## config.mk

```make
export PLATFORM = sky130hd
export DESIGN_NAME = spsc_top
export DESIGN_NICKNAME = d
export VERILOG_FILES = /design/src/spsc_pin_cell.v /design/src/spsc_top.v
export VERILOG_INCLUDE_DIRS = /design/src
export SDC_FILE = /design/constraint.sdc
export NUM_CORES = 1
export LEC_CHECK = 0
export ABC_CLOCK_PERIOD_IN_PS = 1700
export BUFFER_PORTS_ARGS = -buffer_cell sky130_fd_sc_hd__buf_4
export CAP_MARGIN = 20
export CORE_AREA = 2 2 72 74
export DETAILED_ROUTE_END_ITERATION = 8
export DIE_AREA = 0 0 74 76
export PLACE_DENSITY = 0.69
export SETUP_SLACK_MARGIN = 0.1
export SLEW_MARGIN = 10
export SYNTH_ARGS = -nofsm -noshare
export SYNTH_HDL_FRONTEND = slang
export SYNTH_SLANG_ARGS = --single-unit
```

## constraint.sdc

```tcl
create_clock -name core_clk_i -period 1.7 [get_ports core_clk_i]
set_clock_uncertainty 0.15 [all_clocks]
set_input_delay 0.085 -clock core_clk_i [delete_from_list [all_inputs] [get_ports core_clk_i]]
set_output_delay 0.085 -clock core_clk_i [all_outputs]
set_load 0.02 [all_outputs]
```

## src/spsc_defs.vh

```
// Purpose: Constants for the standby pin state controller
// Assumes: Machine clock drives core_clk_i
// Notes:   Mode codes are shared by the checker and the top
`ifndef SPSC_DEFS_VH
`define SPSC_DEFS_VH
// ==========================================================
// Operating modes
`define SPSC_MODE_W        2
`define SPSC_MODE_NORMAL   2'h0
`define SPSC_MODE_SLEEP    2'h1
`define SPSC_MODE_STOP     2'h2
`define SPSC_MODE_WATCH    2'h3
// ==========================================================
// Pin counts and timing
`define SPSC_GPIO_N        8
`define SPSC_IRQ_N         2
`define SPSC_MIN_PULSE_CLK 2
`endif

```

## src/spsc_pin_cell.v

```verilog
// Purpose: One general pin: drive, pull-up and input gating
// Assumes: Controls already resolved by the top
// Notes:   Purely combinational
`timescale 1ns/1ns
module spsc_pin_cell (
  input  wire dir_out_i,
  input  wire data_i,
  input  wire pullup_en_i,
  input  wire force_hiz_i,
  input  wire hold_i,
  input  wire hold_oe_i,
  input  wire hold_val_i,
  input  wire block_i,
  input  wire pad_in_i,
  output wire pad_out_o,
  output wire pad_oe_o,
  output wire pad_pullup_o,
  output wire core_in_o
);
  // ========================================================
  // Drive selection
  wire oe_live;
  assign oe_live      = hold_i ? hold_oe_i : dir_out_i;
  assign pad_oe_o     = force_hiz_i ? 1'b0 : oe_live;
  assign pad_out_o    = hold_i ? hold_val_i : data_i;
  // Pull-up stays while floated, drops when driving low
  assign pad_pullup_o = pullup_en_i & ~(pad_oe_o & ~pad_out_o);
  // Low-forced input stops leakage from an open pin
  assign core_in_o    = block_i ? 1'b0 : pad_in_i;
endmodule

```

## src/spsc_top.v

```verilog
// Purpose: Pin state control across normal, sleep, stop, watch and reset
// Assumes: Inputs synchronous to core_clk_i; mode code from clock controller
// Notes:   Held state is captured on the entry edge into stop or watch
//
// Summary of operation
// - Entering stop or watch with float select clear holds each pin's drive and blocks input.
// - Entering stop or watch with float select set floats each pin and blocks input.
// - Pull-up settings stay in force on pins floated in stop or watch.
// - Enabled external interrupt lines still reach the interrupt logic in stop or watch.
// - In reset pins float with inputs blocked, so no function acts on them.
// - Oscillator pins oscillate in normal and sleep and float in stop and watch.
// - The shared reset pin is a port in normal operation only, else the reset input.
// - In debug mode the debug pin is the single-wire line to the tool.
// - Float select lives in the standby control register and is sampled on entry.
// - A blocked input reads as low inside the device.
// - A pull-up drops whenever its pin drives low.
`timescale 1ns/1ns
`include "spsc_defs.vh"
module spsc_top #(
  parameter N = `SPSC_GPIO_N
) (
  input  wire                    core_clk_i,
  input  wire                    rst_n_i,
  input  wire [`SPSC_MODE_W-1:0] mode_i,
  input  wire                    standby_float_select_i,
  input  wire [N-1:0]            dir_out_i,
  input  wire [N-1:0]            data_i,
  input  wire [N-1:0]            pullup_en_i,
  input  wire [N-1:0]            osc_sel_i,
  input  wire [`SPSC_IRQ_N-1:0]  ext_irq_en_i,
  input  wire [N-1:0]            pad_in_i,
  output wire [N-1:0]            pad_out_o,
  output wire [N-1:0]            pad_oe_o,
  output wire [N-1:0]            pad_pullup_o,
  output wire [N-1:0]            port_in_o,
  output wire [N-1:0]            osc_in_o,
  output wire [`SPSC_IRQ_N-1:0]  ext_irq_o,
  input  wire                    shared_reset_pin_in_i,
  input  wire                    shared_reset_dir_i,
  input  wire                    shared_reset_data_i,
  output wire                    shared_reset_pin_out_o,
  output wire                    shared_reset_pin_oe_o,
  output wire                    shared_reset_port_in_o,
  output wire                    ext_reset_req_o,
  input  wire                    debug_mode_i,
  input  wire                    debug_wire_pin_in_i,
  input  wire                    debug_tx_i,
  input  wire                    debug_tx_en_i,
  output wire                    debug_wire_pin_out_o,
  output wire                    debug_wire_pin_oe_o,
  output wire                    debug_rx_o
);
  // ========================================================
  // Mode decode
  function is_standby;
    input [`SPSC_MODE_W-1:0] m;
    begin
      is_standby = (m == `SPSC_MODE_STOP) || (m == `SPSC_MODE_WATCH);
    end
  endfunction

  wire in_reset;
  wire standby;
  assign in_reset = ~rst_n_i;
  assign standby  = is_standby(mode_i);

  // ========================================================
  // Entry capture of float select and held drive
  reg         standby_q;
  reg         float_q;
  reg [N-1:0] hold_oe_q;
  reg [N-1:0] hold_val_q;
  wire        entry;
  assign entry = standby & ~standby_q;

  always @(posedge core_clk_i) begin
    if (!rst_n_i) begin
      standby_q  <= 1'b0;
      float_q    <= 1'b0;
      hold_oe_q  <= {N{1'b0}};
      hold_val_q <= {N{1'b0}};
    end else begin
      standby_q <= standby;
      if (entry) begin
        float_q    <= standby_float_select_i;
        hold_oe_q  <= dir_out_i;
        hold_val_q <= data_i;
      end
    end
  end

  // Entry cycle uses the live select so no cycle shows a stale state
  wire float_now;
  wire hold_now;
  wire blocked;
  assign float_now = entry ? standby_float_select_i : float_q;
  assign hold_now  = standby & ~entry & ~float_now;
  assign blocked   = standby | in_reset;

  // ========================================================
  // General pins
  wire [N-1:0] core_in;
  genvar g;
  generate
    for (g = 0; g < N; g = g + 1) begin : g_pin
      spsc_pin_cell u_cell (
        .dir_out_i    (dir_out_i[g] & ~osc_sel_i[g]),
        .data_i       (data_i[g]),
        .pullup_en_i  (pullup_en_i[g] & ~osc_sel_i[g] & ~in_reset),
        .force_hiz_i  (in_reset | osc_sel_i[g] | (standby & float_now)),
        .hold_i       (hold_now),
        .hold_oe_i    (hold_oe_q[g]),
        .hold_val_i   (hold_val_q[g]),
        .block_i      (blocked | osc_sel_i[g]),
        .pad_in_i     (pad_in_i[g]),
        .pad_out_o    (pad_out_o[g]),
        .pad_oe_o     (pad_oe_o[g]),
        .pad_pullup_o (pad_pullup_o[g]),
        .core_in_o    (core_in[g])
      );
    end
  endgenerate
  assign port_in_o = core_in;
  // Oscillator input gated off in standby
  assign osc_in_o  = osc_sel_i & pad_in_i & {N{~blocked}};

  // Interrupt lines on the low pins bypass the input block when enabled
  assign ext_irq_o = ext_irq_en_i & pad_in_i[`SPSC_IRQ_N-1:0] &
                     {`SPSC_IRQ_N{~in_reset}};

  // ========================================================
  // Shared reset pin
  wire rst_as_port;
  assign rst_as_port            = rst_n_i & (mode_i == `SPSC_MODE_NORMAL);
  assign shared_reset_pin_oe_o  = rst_as_port & shared_reset_dir_i;
  assign shared_reset_pin_out_o = shared_reset_data_i;
  assign shared_reset_port_in_o = rst_as_port & shared_reset_pin_in_i;
  assign ext_reset_req_o        = ~rst_as_port & ~shared_reset_pin_in_i;

  // ========================================================
  // Debug wire, open-drain: only ever pulls low
  wire dbg_on;
  assign dbg_on               = debug_mode_i & rst_n_i;
  assign debug_wire_pin_out_o = 1'b0;
  assign debug_wire_pin_oe_o  = dbg_on & debug_tx_en_i & ~debug_tx_i;
  assign debug_rx_o           = dbg_on ? debug_wire_pin_in_i : 1'b1;
endmodule

```

Yosys cells after proc, flatten, opt, wreduce, memory -nomap -nowiden --
Cells that the tools add are included.
Storage, ports and cells: ROM bits 0, output and inout port bits 49, latch bits 0, memories 0, memory bits (writable) 0, flip-flop bits (word level) 18
Cells by class: bitwise operators 112, divide/modulo/power cells 0, $mul 0, add/sub/neg operators 0, equality and inequality tests 2, reduce and logical (&&, ||, !) cells 2, order comparisons 0, shifts and indexed selects 0, mux-type cells 34
Operator list (count):
- AND 1 bit | 51
- 2-to-1 mux 1 bit | 34
- NOT 1 bit | 32
- OR 1 bit | 25
- AND 8 bit | 2
- AND 2 bit | 2
- == test 2 bit, second input constant | 2
- zero test 2 bit | 1
- logical OR 1 bit | 1

Longest topological paths before layout --
Gate-level depths: netlist of the first run.
depth in word-level cells 11, gate-level depth with buffers 6, depth with buffers taken out 3

Modules after synthesis --
Synthesis of the first run repeated with hierarchy kept, for this count alone.
Second synthesis, totals: cells, all modules 192, area, all modules 1492.7 um^2
Modules (own cells, without submodules):
- spsc_top | instances 1, sequential area each 360.3 um^2, cells an instance 136, area each 1072.3 um^2
- spsc_pin_cell | instances 8, sequential area each 0.0 um^2, cells an instance 7, area each 52.6 um^2

Least setup slack after synthesis of the first run --
No wires, ideal clock.
kind register -> output, start point register standby_q, end point output port pad_out_o[0], required time 1.465 ns, arrival time 1.255 ns, cell stages (with the launch flop) 6, setup slack 0.210 ns, cells stage by stage dfxtp_1 -> and3b_1 -> buf_6 -> buf_12 -> mux2_2 -> buf_4
On the way: word-level cells in the longest chain between the ends 6
Ends and longest elaborated chain:
- from (decl) | RTL line spsc_top.v:69 | reg standby_q;
- from (signal assigned) | RTL line spsc_top.v:83 | standby_q <= standby;
- NOT 1 bit * | RTL line spsc_top.v:74 | assign entry = standby & ~standby_q;
- AND 1 bit * | RTL line spsc_top.v:74
- NOT 1 bit / 2-to-1 mux 1 bit (equally long branches)
- AND 1 bit / NOT 1 bit (equally long branches) | RTL line spsc_top.v:97 | assign hold_now = standby & ~entry & ~float_now;
- AND 1 bit * | RTL line spsc_top.v:97
- 2-to-1 mux 1 bit * | RTL line spsc_pin_cell.v:25 | assign pad_out_o = hold_i ? hold_val_i : data_i;
- to (decl) | RTL line spsc_top.v:32 | output wire [N-1:0] pad_out_o,
Every way passes the cells marked *; elsewhere a longest branch is shown, timed or not.

Worst setup path after layout of the first run --
start point register float_q, end point output port pad_oe_o[2]
On the way: word-level cells in the longest chain between the ends 5
Ends and longest elaborated chain:
- from (decl) | RTL line spsc_top.v:70 | reg float_q;
- from (signal assigned) | RTL line spsc_top.v:85 | float_q <= standby_float_select_i;
- 2-to-1 mux 1 bit *
- NOT 1 bit | RTL line spsc_top.v:97
- AND 1 bit | RTL line spsc_top.v:97
- 2-to-1 mux 1 bit | RTL line spsc_pin_cell.v:23 | assign oe_live = hold_i ? hold_oe_i : dir_out_i;
- 2-to-1 mux 1 bit * | RTL line spsc_pin_cell.v:24 | assign pad_oe_o = force_hiz_i ? 1'b0 : oe_live;
- to (decl) | RTL line spsc_top.v:33 | output wire [N-1:0] pad_oe_o,
Marks and branches as above.

==> key figures, run 1 <==
Detailed routing
  – DRC viols: 0
  – Post-route met1 wirelength: around 2100 µm
  – Per-cell routed wire length: between 10 and 15 µm
  – Initial drt markers: 77
  – Metal2 WL: 2460 µm
  – WL final: 5010 µm
  – Wire length on met3: around 400 µm
  – Vias per cell: roughly 4.7
  – Top sig layer: met4
  – Via count: 1742
  – TritonRoute pass-1 iters: 4
  – ANT nets after route: 0

Placement
  – Number of port buffers: between 90 and 100
  – Pre-CTS setup slack: between 50 and 60 ps
  – Placed cells: approximately 350
  – Placed inst area: roughly 2200 µm²
  – HPWL after DPL: 3700 µm
  – Gpl congestion: ~0.77

Status
  – Failing checks: negative setup slack
  – Status: finished, violations left

Pwr
  – Leak: ~1.2 nW
  – Peak VDD IR: 0.000330 V
  – Power Density: 492 nW/µm²

Critical path
  – Largest stage delay, worst path: 340 ps
  – Reg-to-Reg Start: standby_q$_SDFF_PN0_
  – Launch point of the worst path: float_q$_SDFF_PN0_
  – CP Capture Type: output pin
  – Most frequent cell on the critical path: buf_4
  – CP Cell Sequence: buf_4 > mux2i_4 > o21ai_4 > buf_4 > nor3_2 > buf_4
  – Crit Path Max Fanout: 5
  – CP Launch Type: flop
  – CP Data Required Time: approximately 1500 ps
  – Critical path class: reg -> out
  – WP data arrival: about 1600 ps
  – Crit-path slowest cell: dfxtp_4

GRT
  – Global-route wire length before repair: approximately 7500 µm
  – Overall routing resource usage: 0.170
  – GRT Residual Overflow: 0
  – Antenna violations before repair: 0
  – Vias in the first global route: 1595
  – Largest net degree at the start of global routing: 22

Logic synthesis
  – #FFs+latches synth: 18
  – Area contributors post-synth: dfxtp_1 (22%), buf_4 (17%), nand2_1 (9.8%)
  – Synth top cells by count: nand2_1 (43), buf_4 (37), dfxtp_1 (18)
  – Synth top area share: 0.218
  – Top_reg_cell synth: dfxtp_1
  – Cell taking the most area after synthesis: dfxtp_1
  – Synth cell types: 32
  – Count leader, synth: nand2_1
  – Syn nets: ~270
  – Ys Warns: 0
  – Avg Inst Size Synth: between 7 and 8 µm²
  – Mapped Cells: roughly 220
  – Seq/Total Area, Yosys: 0.218
  – EDFF count, synth: 0
  – Ys async rst share: 0
  – Post-Synthesis Cell Area: ~1700 µm²

Floorplanning
  – Row count: 26
  – Initial Util: 0.336
  – I/O Pins: 103
  – Die Y: around 76 µm
  – DIE AREA: about 5600 µm²
  – Chip Width: about 74 µm
  – Core box area: roughly 4900 µm²

Finish
  – Layout cells sized above 1: 0.463
  – Fill cell count: between 400 and 500
  – Diodes inserted: 0
  – Fin util: 0.523
  – Finished layout cell area: between 2000 and 3000 µm²
  – NumNets Final: between 300 and 400
  – Final cell count without fillers: 370
  – Area growth from synthesis to layout: 55.5%

Clock network
  – Htree depth: 1
  – Clock sink total: 18
  – Clk slew on worst S/H paths: approximately 70 ps
  – Root Driver: clkbuf_8
  – Clock latency on the worst-skew pair: approximately 250 ps
  – CTS Buf Count: 3
  – Clk buf depth: 2
  – CTS tree: built

Timing
  – Tcrit/Tclk final: 1.05
  – Min Tclk post-route: between 1500 and 2000 ps
  – Number of setup violations in the final report: 22
  – Fin. max-slew vios: 0
  – Fmax: 0.560 GHz
  – Fin. Hold Viols: 0
  – RSZ-0062 raised after global routing: true
  – Final Worst Setup Slack: -85.9 ps

Min path
  – Min-delay worst type: in -> out
  – Hold Startpoint: shared_reset_data_i

Flow run
  – Max-cap violation count: 0
## final cells by class
| cell class | instances | area, µm² | area share |
|---|---|---|---|
| well taps | 70 | 87.6 | 0.0341 |
| inverters | 3 | 11.3 | 0.00438 |
| multi-input cells | 148 | 1020 | 0.396 |
| clock buffers | 3 | 41.3 | 0.0161 |
| repair buffers | 128 | 1040 | 0.407 |
| flip-flops and latches | 18 | 368 | 0.143 |
## worst paths after layout
path | to | slack [ps] | cells past startpoint
worst max register to register | float_q$_SDFF_PN0_ | 380 | 3
worst min register to register | hold_oe_q[3]$_SDFFE_PN0N_ | 330 | 2
worst min-delay path | shared_reset_pin_out_o | 20 | 0
worst max-delay path | pad_oe_o[2] | -90 | 6
## state kept, by name, indices dropped and copies added (netlist names)
| register | cells |
|---|---|
| standby_q | 1 |
| float_q | 1 |
| hold_val_q | 8 |
| hold_oe_q | 8 |
## cell families after synthesis
family / share of synthesized area
DFF: 0.218
muxes: 0.103
other: 0.00227
AOI/OAI and AO/OA: 0.156
buffers and inverters: 0.223
and+or+nand+nor: 0.298
## cells in the final DEF, fill, tap and decap left out, types with 2 or more instances in the layout
| master | n |
|---|---|
| dfxtp_4 | 2 |
| a311oi_1 | 7 |
| nor3_1 | 3 |
| mux2_4 | 6 |
| nand3b_1 | 8 |
| nor2_1 | 9 |
| and3_1 | 12 |
| mux2i_1 | 6 |
| buf_4 | 102 |
| and2b_2 | 2 |
| nand2_1 | 42 |
| a21boi_0 | 16 |
| dlygate4sd3_1 | 18 |
| dfxtp_1 | 16 |
| nor3b_1 | 7 |
| mux2_2 | 2 |
| o21ai_0 | 2 |
| nand2b_1 | 3 |
| nor3_2 | 4 |
| clkbuf_8 | 3 |
| buf_6 | 7 |
| inv_1 | 3 |
| o21ai_1 | 4 |
## worst max-delay path, delay by kind of cell (launching register included)
kind / cells / cell delay (ps)
muxes: 1 / 160
buffers and inverters: 3 / 490
DFF: 1 / 340
and+or+nand+nor: 1 / 190
AOI/OAI and AO/OA: 1 / 110
## timing repair
| item | in CTS | in global routing |
|---|---|---|
| setup buffers | 1 | 2 |
| setup endpoints to repair | 24 | 24 |
| pin swaps | 4 | 1 |
| gates resized for setup | 28 | 11 |
| hold endpoints to repair | 18 | 0 |
| hold buffers | 18 | 0 |
## per-layer routing
metal / vias to the layer above / GRT usage
met5: - / 0
met2: 71 / 0.305
li1: 874 / -
met3: 6 / 0.0265
met4: 0 / 0.0509
met1: 791 / 0.201
## report_power, final
group	internal (mW)	switching [mW]	leakage, nW
logic	0.270	0.235	1.00
clock network	0.157	0.139	0.0216
registers	0.444	0.0192	0.149
## metrics by stage
step	power, mW	setup TNS [ps]	hold WS [ps]
after floorplan	0.736	0	69.8
after detailed placement	0.905	0	20.1
final	1.26	-862	20.0
after CTS	1.26	-709	20.1
after global routing	1.34	-2280	20.1
after global placement	0.900	0	20.1
(Power assumes the default switching activity.)
==> run 2, diff against run 1 <==
--- a/config.mk
+++ b/config.mk
@@ -9,10 +9,12 @@
 export ABC_CLOCK_PERIOD_IN_PS = 1700
 export BUFFER_PORTS_ARGS = -buffer_cell sky130_fd_sc_hd__buf_4
 export CAP_MARGIN = 20
-export CORE_AREA = 2 2 72 74
+export CELL_PAD_IN_SITES_DETAIL_PLACEMENT = 1
+export CELL_PAD_IN_SITES_GLOBAL_PLACEMENT = 2
+export CORE_AREA = 2 2 90 92
 export DETAILED_ROUTE_END_ITERATION = 8
-export DIE_AREA = 0 0 74 76
-export PLACE_DENSITY = 0.69
+export DIE_AREA = 0 0 92 94
+export PLACE_DENSITY = 0.82
 export SETUP_SLACK_MARGIN = 0.1
 export SLEW_MARGIN = 10
 export SYNTH_ARGS = -nofsm -noshare
==> key figures, run 2 (synthesis results as in run 1) <==
Finish
  – Top flop regs: hold_oe_q (8), hold_val_q (8)
  – Commonest cells after routing, fill and taps aside: buf_4 (96), nand2_1 (43), dlygate4sd3_1 (18)
  – Most common cell after layout, fill and taps aside: buf_4
  – Layout cells sized above 1: 0.463
  – Finished layout cell area: approximately 2600 µm²
  – Multi-input gate area: a little under 1000 µm²
  – Diodes inserted: 0
  – Seq. cell area: 365 µm²
  – Area growth from synthesis to layout: 55.1%
  – Fill cell count: between 900 and 1000
  – Final cell count without fillers: a little under 400
  – NumNets Final: roughly 350

Clock network
  – CTS Buf Count: 3
  – CTS tree: built
  – Clock sink total: 18
  – Root Driver: clkbuf_8
  – Clk buf depth: 2
  – Clock latency on the worst-skew pair: between 200 and 300 ps
  – Htree depth: 1
  – Clk slew on worst S/H paths: around 60 ps

Floorplanning
  – Die Y: between 90 and 100 µm
  – Initial Util: 0.217
  – Row count: 32
  – DIE AREA: ~8600 µm²
  – Chip Width: slightly above 90 µm
  – I/O Pins: 103
  – Core box area: approximately 7600 µm²

GRT
  – GRT Residual Overflow: 0
  – Grt met3 use: 0.0281
  – Global-route wire length before repair: around 9000 µm
  – Largest net degree at the start of global routing: 21
  – Antenna violations before repair: 0
  – Layer with the highest usage: met2
  – Overall routing resource usage: 0.127
  – Vias in the first global route: approximately 1800
  – M2 GR Usage: 0.207
  – M1 GR Usage: 0.174

Critical path
  – CP Data Required Time: ~1500 ps
  – Launch point of the worst path: standby_q$_SDFF_PN0_
  – Largest stage delay, worst path: 360 ps
  – Crit Path Max Fanout: 15
  – WP data arrival: roughly 1500 ps
  – Reg-to-Reg Start: standby_q$_SDFF_PN0_
  – CP Capture Type: output pin
  – Crit-path slowest cell: dfxtp_4
  – CP Cell Sequence: and3b_2 > buf_12 > mux2i_2 > nor3_1 > buf_4
  – Critical path class: reg -> out
  – CP Launch Type: flop

Placement
  – HPWL after DPL: roughly 4300 µm
  – Number of port buffers: 99
  – Placed cells: between 300 and 400
  – Gpl congestion: 0.665
  – Placed inst area: between 2000 and 2500 µm²

Timing
  – RSZ-0062 raised after global routing: true
  – Fmax: between 0.5 and 0.6 GHz
  – Min Tclk post-route: roughly 1800 ps
  – Tcrit/Tclk final: 1.04
  – Number of setup violations in the final report: 14
  – Setup TNS: -364 ps
  – Fin. Hold Viols: 0
  – Fin. max-slew vios: 0
  – Final Worst Setup Slack: -70.8 ps

Detailed routing
  – ANT nets after route: 0
  – TritonRoute pass-1 iters: 4
  – Via count: 1699
  – WL final: 5620 µm
  – Initial drt markers: 29
  – DRC viols: 0
  – Per-cell routed wire length: approximately 14 µm
  – Vias per cell: between 4 and 5

Pwr
  – Leak: between 1 and 1.5 nW
  – Power Density: 493 nW/µm²
  – Peak VDD IR: between 0.00015 and 0.0002 V
  – Pwr Total: between 1 and 1.5 mW

Status
  – Status: finished, violations left
  – Failing checks: negative setup slack

Min path
  – Min-delay worst type: in -> out
  – Hold Startpoint: shared_reset_data_i

Flow run
  – Max-cap violation count: 0
[run 2: cell types whose count changed in the layout (fill, tap and decap cells not counted), sizes merged]
cell,before,now
buf,110,106
[run 2: critical path: cells and delay by family, from the launching register on]
family        cells  cell delay (ps)
buf+inv           2              330
mux               1              150
flops             1              360
simple gates      2              430
[run 2: power breakdown]
group / total [mW] / switching, mW / internal, mW
logic: 0.501 / 0.238 / 0.262
registers: 0.465 / 0.0198 / 0.445
clock network: 0.298 / 0.140 / 0.157
[run 2: final cells by class]
class	instances	share of cell area
flip-flops and latches	18	0.143
repair buffers	124	0.399
multi-input cells	148	0.388
inverters	3	0.00440
clock buffers	3	0.0161
well taps	102	0.0498
[run 2: final timing paths]
path                                             endpoint  slack [ps]  cells past startpoint
worst max register to register  hold_oe_q[7]$_SDFFE_PN0N_         340                      4
worst min register to register  hold_oe_q[0]$_SDFFE_PN0N_         320                      2
worst min-delay path               shared_reset_pin_out_o          20                      0
worst max-delay path                          pad_oe_o[3]         -70                      5
[run 2: routing by layer]
| metal | up-vias | part of all wire | routed length, µm |
|---|---|---|---|
| met4 | 0 | 0.0064 | 36 |
| met3 | 4 | 0.066 | 370 |
| met5 | - | 0 | 0 |
| met1 | 774 | 0.49 | 2750 |
| li1 | 863 | - | - |
| met2 | 58 | 0.44 | 2470 |
[run 2: repair_timing]
action | in CTS | in global routing
pin swaps | 6 | 1
gates cloned | 0 | 0
setup endpoints to repair | 24 | 24
hold buffers | 18 | 0
buffers inserted | 1 | 0
resized for setup | 33 | 5
endpoints found under the hold margin | 18 | 0
[run 2: stage by stage]
stage | utilization | setup slack [ps] | hold WS [ps]
after floorplan | - | 210 | 69.8
after global placement | 0.292 | 79.8 | 20.1
after detailed placement | 0.292 | 70.8 | 20.1
after CTS | 0.335 | -66.3 | 20.1
after global routing | 0.337 | -117 | 20.1
final | 0.337 | -70.8 | 20.0
==> run 3, diff against run 2 <==
--- a/config.mk
+++ b/config.mk
@@ -11,12 +11,14 @@
 export CAP_MARGIN = 20
 export CELL_PAD_IN_SITES_DETAIL_PLACEMENT = 1
 export CELL_PAD_IN_SITES_GLOBAL_PLACEMENT = 2
-export CORE_AREA = 2 2 90 92
+export CORE_AREA = 10 10 96 98
+export CTS_CLUSTER_SIZE = 30
 export DETAILED_ROUTE_END_ITERATION = 8
-export DIE_AREA = 0 0 92 94
+export DIE_AREA = 0 0 106 108
 export PLACE_DENSITY = 0.82
 export SETUP_SLACK_MARGIN = 0.1
 export SLEW_MARGIN = 10
 export SYNTH_ARGS = -nofsm -noshare
 export SYNTH_HDL_FRONTEND = slang
+export SYNTH_HIERARCHICAL = 1
 export SYNTH_SLANG_ARGS = --single-unit
==> key figures, run 3 <==
Detailed routing
  – Vias per cell: 4.49
  – DRC viols: 0
  – TritonRoute pass-1 iters: 4
  – Via count: 1937
  – Per-cell routed wire length: about 17 µm
  – WL final: slightly above 7000 µm
  – ANT nets after route: 0
  – Initial drt markers: 48

Pwr
  – Leak: about 1.3 nW
  – Peak VDD IR: approximately 0.00023 V
  – Internal power: just under 1 mW
  – Sw frac: 0.306
  – Combinational share of power: 0.407
  – NetSw: between 0.4 and 0.5 mW
  – Power Density: 455 nW/µm²
  – Clock Power Share: 0.258
  – Sequential share of power: 0.335

Status
  – Status: finished, violations left
  – Failing checks: negative setup slack

Floorplanning
  – Initial Util: 0.200
  – I/O Pins: 103
  – Core box area: about 7400 µm²
  – Chip Width: between 100 and 150 µm
  – DIE AREA: ~11000 µm²
  – Row count: 32
  – Die Y: roughly 110 µm

Min path
  – Min-delay worst type: in -> out
  – Hold worst-path end: shared_reset_pin_out_o
  – Hold Crit Depth: 0
  – Hold Startpoint: shared_reset_data_i

GRT
  – Largest net degree at the start of global routing: 32
  – Global-route wire length before repair: 10900 µm
  – Antenna violations before repair: 0
  – Overall routing resource usage: 0.116
  – Vias in the first global route: between 2000 and 2500
  – GRT Residual Overflow: 0

Logic synthesis
  – Area contributors post-synth: dfxtp_1 (24%), nand2_1 (11%), mux2_2 (6.8%)
  – Ys async rst share: 0
  – Count leader, synth: nand2_1
  – #FFs+latches synth: 18
  – Synth top area share: 0.241
  – EDFF count, synth: 0
  – Top_reg_cell synth: dfxtp_1
  – Synth cell types: 25
  – Mapped Cells: around 190
  – Seq/Total Area, Yosys: 0.241
  – Cell taking the most area after synthesis: dfxtp_1
  – Synth top cells by count: nand2_1 (43), dfxtp_1 (18), nand2b_1 (16), nor2b_1 (16)
  – Post-Synthesis Cell Area: between 1000 and 1500 µm²
  – Ys Warns: 6
  – Avg Inst Size Synth: around 7.8 µm²
  – Syn nets: approximately 250

Placement
  – Gpl congestion: around 0.78
  – Pre-CTS setup slack: -266 ps
  – Number of port buffers: between 90 and 100
  – Placed cells: between 400 and 500
  – HPWL after DPL: about 5200 µm

Timing
  – Tcrit/Tclk final: 1.28
  – Final Worst Setup Slack: -481 ps
  – Fin. Hold Viols: 0
  – Min Tclk post-route: approximately 2200 ps
  – RSZ-0062 raised after global routing: true
  – Number of setup violations in the final report: 24
  – Fmax: approximately 0.46 GHz
  – Fin. max-slew vios: 0

Critical path
  – CP Cell Sequence: mux2_4 > nand2_8 > nand3b_1 > or4b_1 > o311a_4 > buf_6
  – Setup slack on the worst flop-to-flop path: approximately 410 ps
  – Reg-to-Reg Start: standby_q$_SDFF_PN0_
  – Launch point of the worst path: standby_q$_SDFF_PN0_
  – R2R cell count: 5
  – Crit-path slowest cell: or4b_1
  – Largest stage delay, worst path: 520 ps
  – Crit Path Max Fanout: 8
  – FF-to-FF End: hold_oe_q[7]$_SDFFE_PN0N_
  – Critical path class: reg -> out
  – CP Launch Type: flop
  – CP Data Required Time: around 1500 ps
  – CP Capture Type: output pin
  – WP data arrival: between 1500 and 2000 ps

Finish
  – Most common cell after layout, fill and taps aside: buf_4
  – Fin util: 0.409
  – Layout cells sized above 1: 0.505
  – Commonest cells after routing, fill and taps aside: buf_4 (99), nand2_1 (42), buf_6 (25)
  – NumNets Final: between 300 and 400
  – Diodes inserted: 0
  – Final cell count without fillers: 431
  – Top flop regs: hold_oe_q (8), hold_val_q (8)
  – Area growth from synthesis to layout: 104%

Clock network
  – CTS tree: built
  – Clock sink total: 18
  – CTS Buf Count: 3
  – Clk slew on worst S/H paths: about 70 ps
  – Clk buf depth: 2
  – Root Driver: clkbuf_8
  – Clock latency on the worst-skew pair: 250 ps
  – Htree depth: 1

Flow run
  – Max-cap violation count: 0
[run 3: worst max-delay path: cells and delay by family (launching register included)]
| family | cells | cell delay (ps) |
|---|---|---|
| AND/OR/NAND/NOR | 3 | 750 |
| flip-flops | 1 | 340 |
| multiplexers | 1 | 330 |
| AO/OA/AOI/OAI | 1 | 140 |
| buffers and inverters | 1 | 130 |
[run 3: how the worst max path moves through the flow]
| stage | to | slack [ps] |
|---|---|---|
| floorplan | pad_pullup_o[0] | -40 |
| global placement | pad_pullup_o[0] | -230 |
| detailed placement | pad_pullup_o[0] | -270 |
| CTS | pad_pullup_o[2] | -460 |
| global route | pad_pullup_o[5] | -520 |
| finish | pad_pullup_o[5] | -480 |
[run 3: power by group through the flow]
stage / logic, mW / registers (mW) / clock network [mW]
global route: 0.612 / 0.467 / 0.380
global placement: 0.471 / 0.472 / 0
finish: 0.565 / 0.464 / 0.358
CTS: 0.536 / 0.463 / 0.368
floorplan: 0.236 / 0.468 / 0
detailed placement: 0.480 / 0.472 / 0
[run 3: per-layer routing]
layer	up-vias	wire, µm	GRT usage
li1	953	-	-
met1	918	2870	0.125
met3	8	463	0.0363
met4	0	93	0.0280
met5	-	0	0
met2	58	3830	0.217
[run 3: stage by stage]
stage / hold slack [ps] / total power, mW / setup TNS (ps) / cell area, µm²
CTS: 20.6 / 1.37 / -6120 / 2890
global route: 20.4 / 1.46 / -6780 / 3050
global placement: 20.6 / 0.943 / -2130 / 2570
detailed placement: 20.6 / 0.953 / -2440 / 2570
floorplan: 56.6 / 0.704 / -65.2 / 1600
finish: 20.3 / 1.39 / -5480 / 3050
[run 3: cell type report]
type                       count  area, µm²
tap                          102        128
sequential                    18        362
timing repair buffer         142       1210
fill                         889       4400
clock buffer                   4       55.1
multi-input combinational    165       1290
[run 3: logic make-up after synthesis]
group	after synthesis	synth area share
AO/OA/AOI/OAI	33	0.166
other	1	0.00251
buffers and inverters	11	0.0436
flip-flops	18	0.241
multiplexers	9	0.0679
AND/OR/NAND/NOR	120	0.479
[run 3: timing repair]
action,CTS,global route
hold buffers,17,0
setup endpoints to repair,24,36
pin swaps,2,1
buffers inserted,3,5
cloned,1,1
resized for setup,21,28
endpoints found under the hold margin,17,0
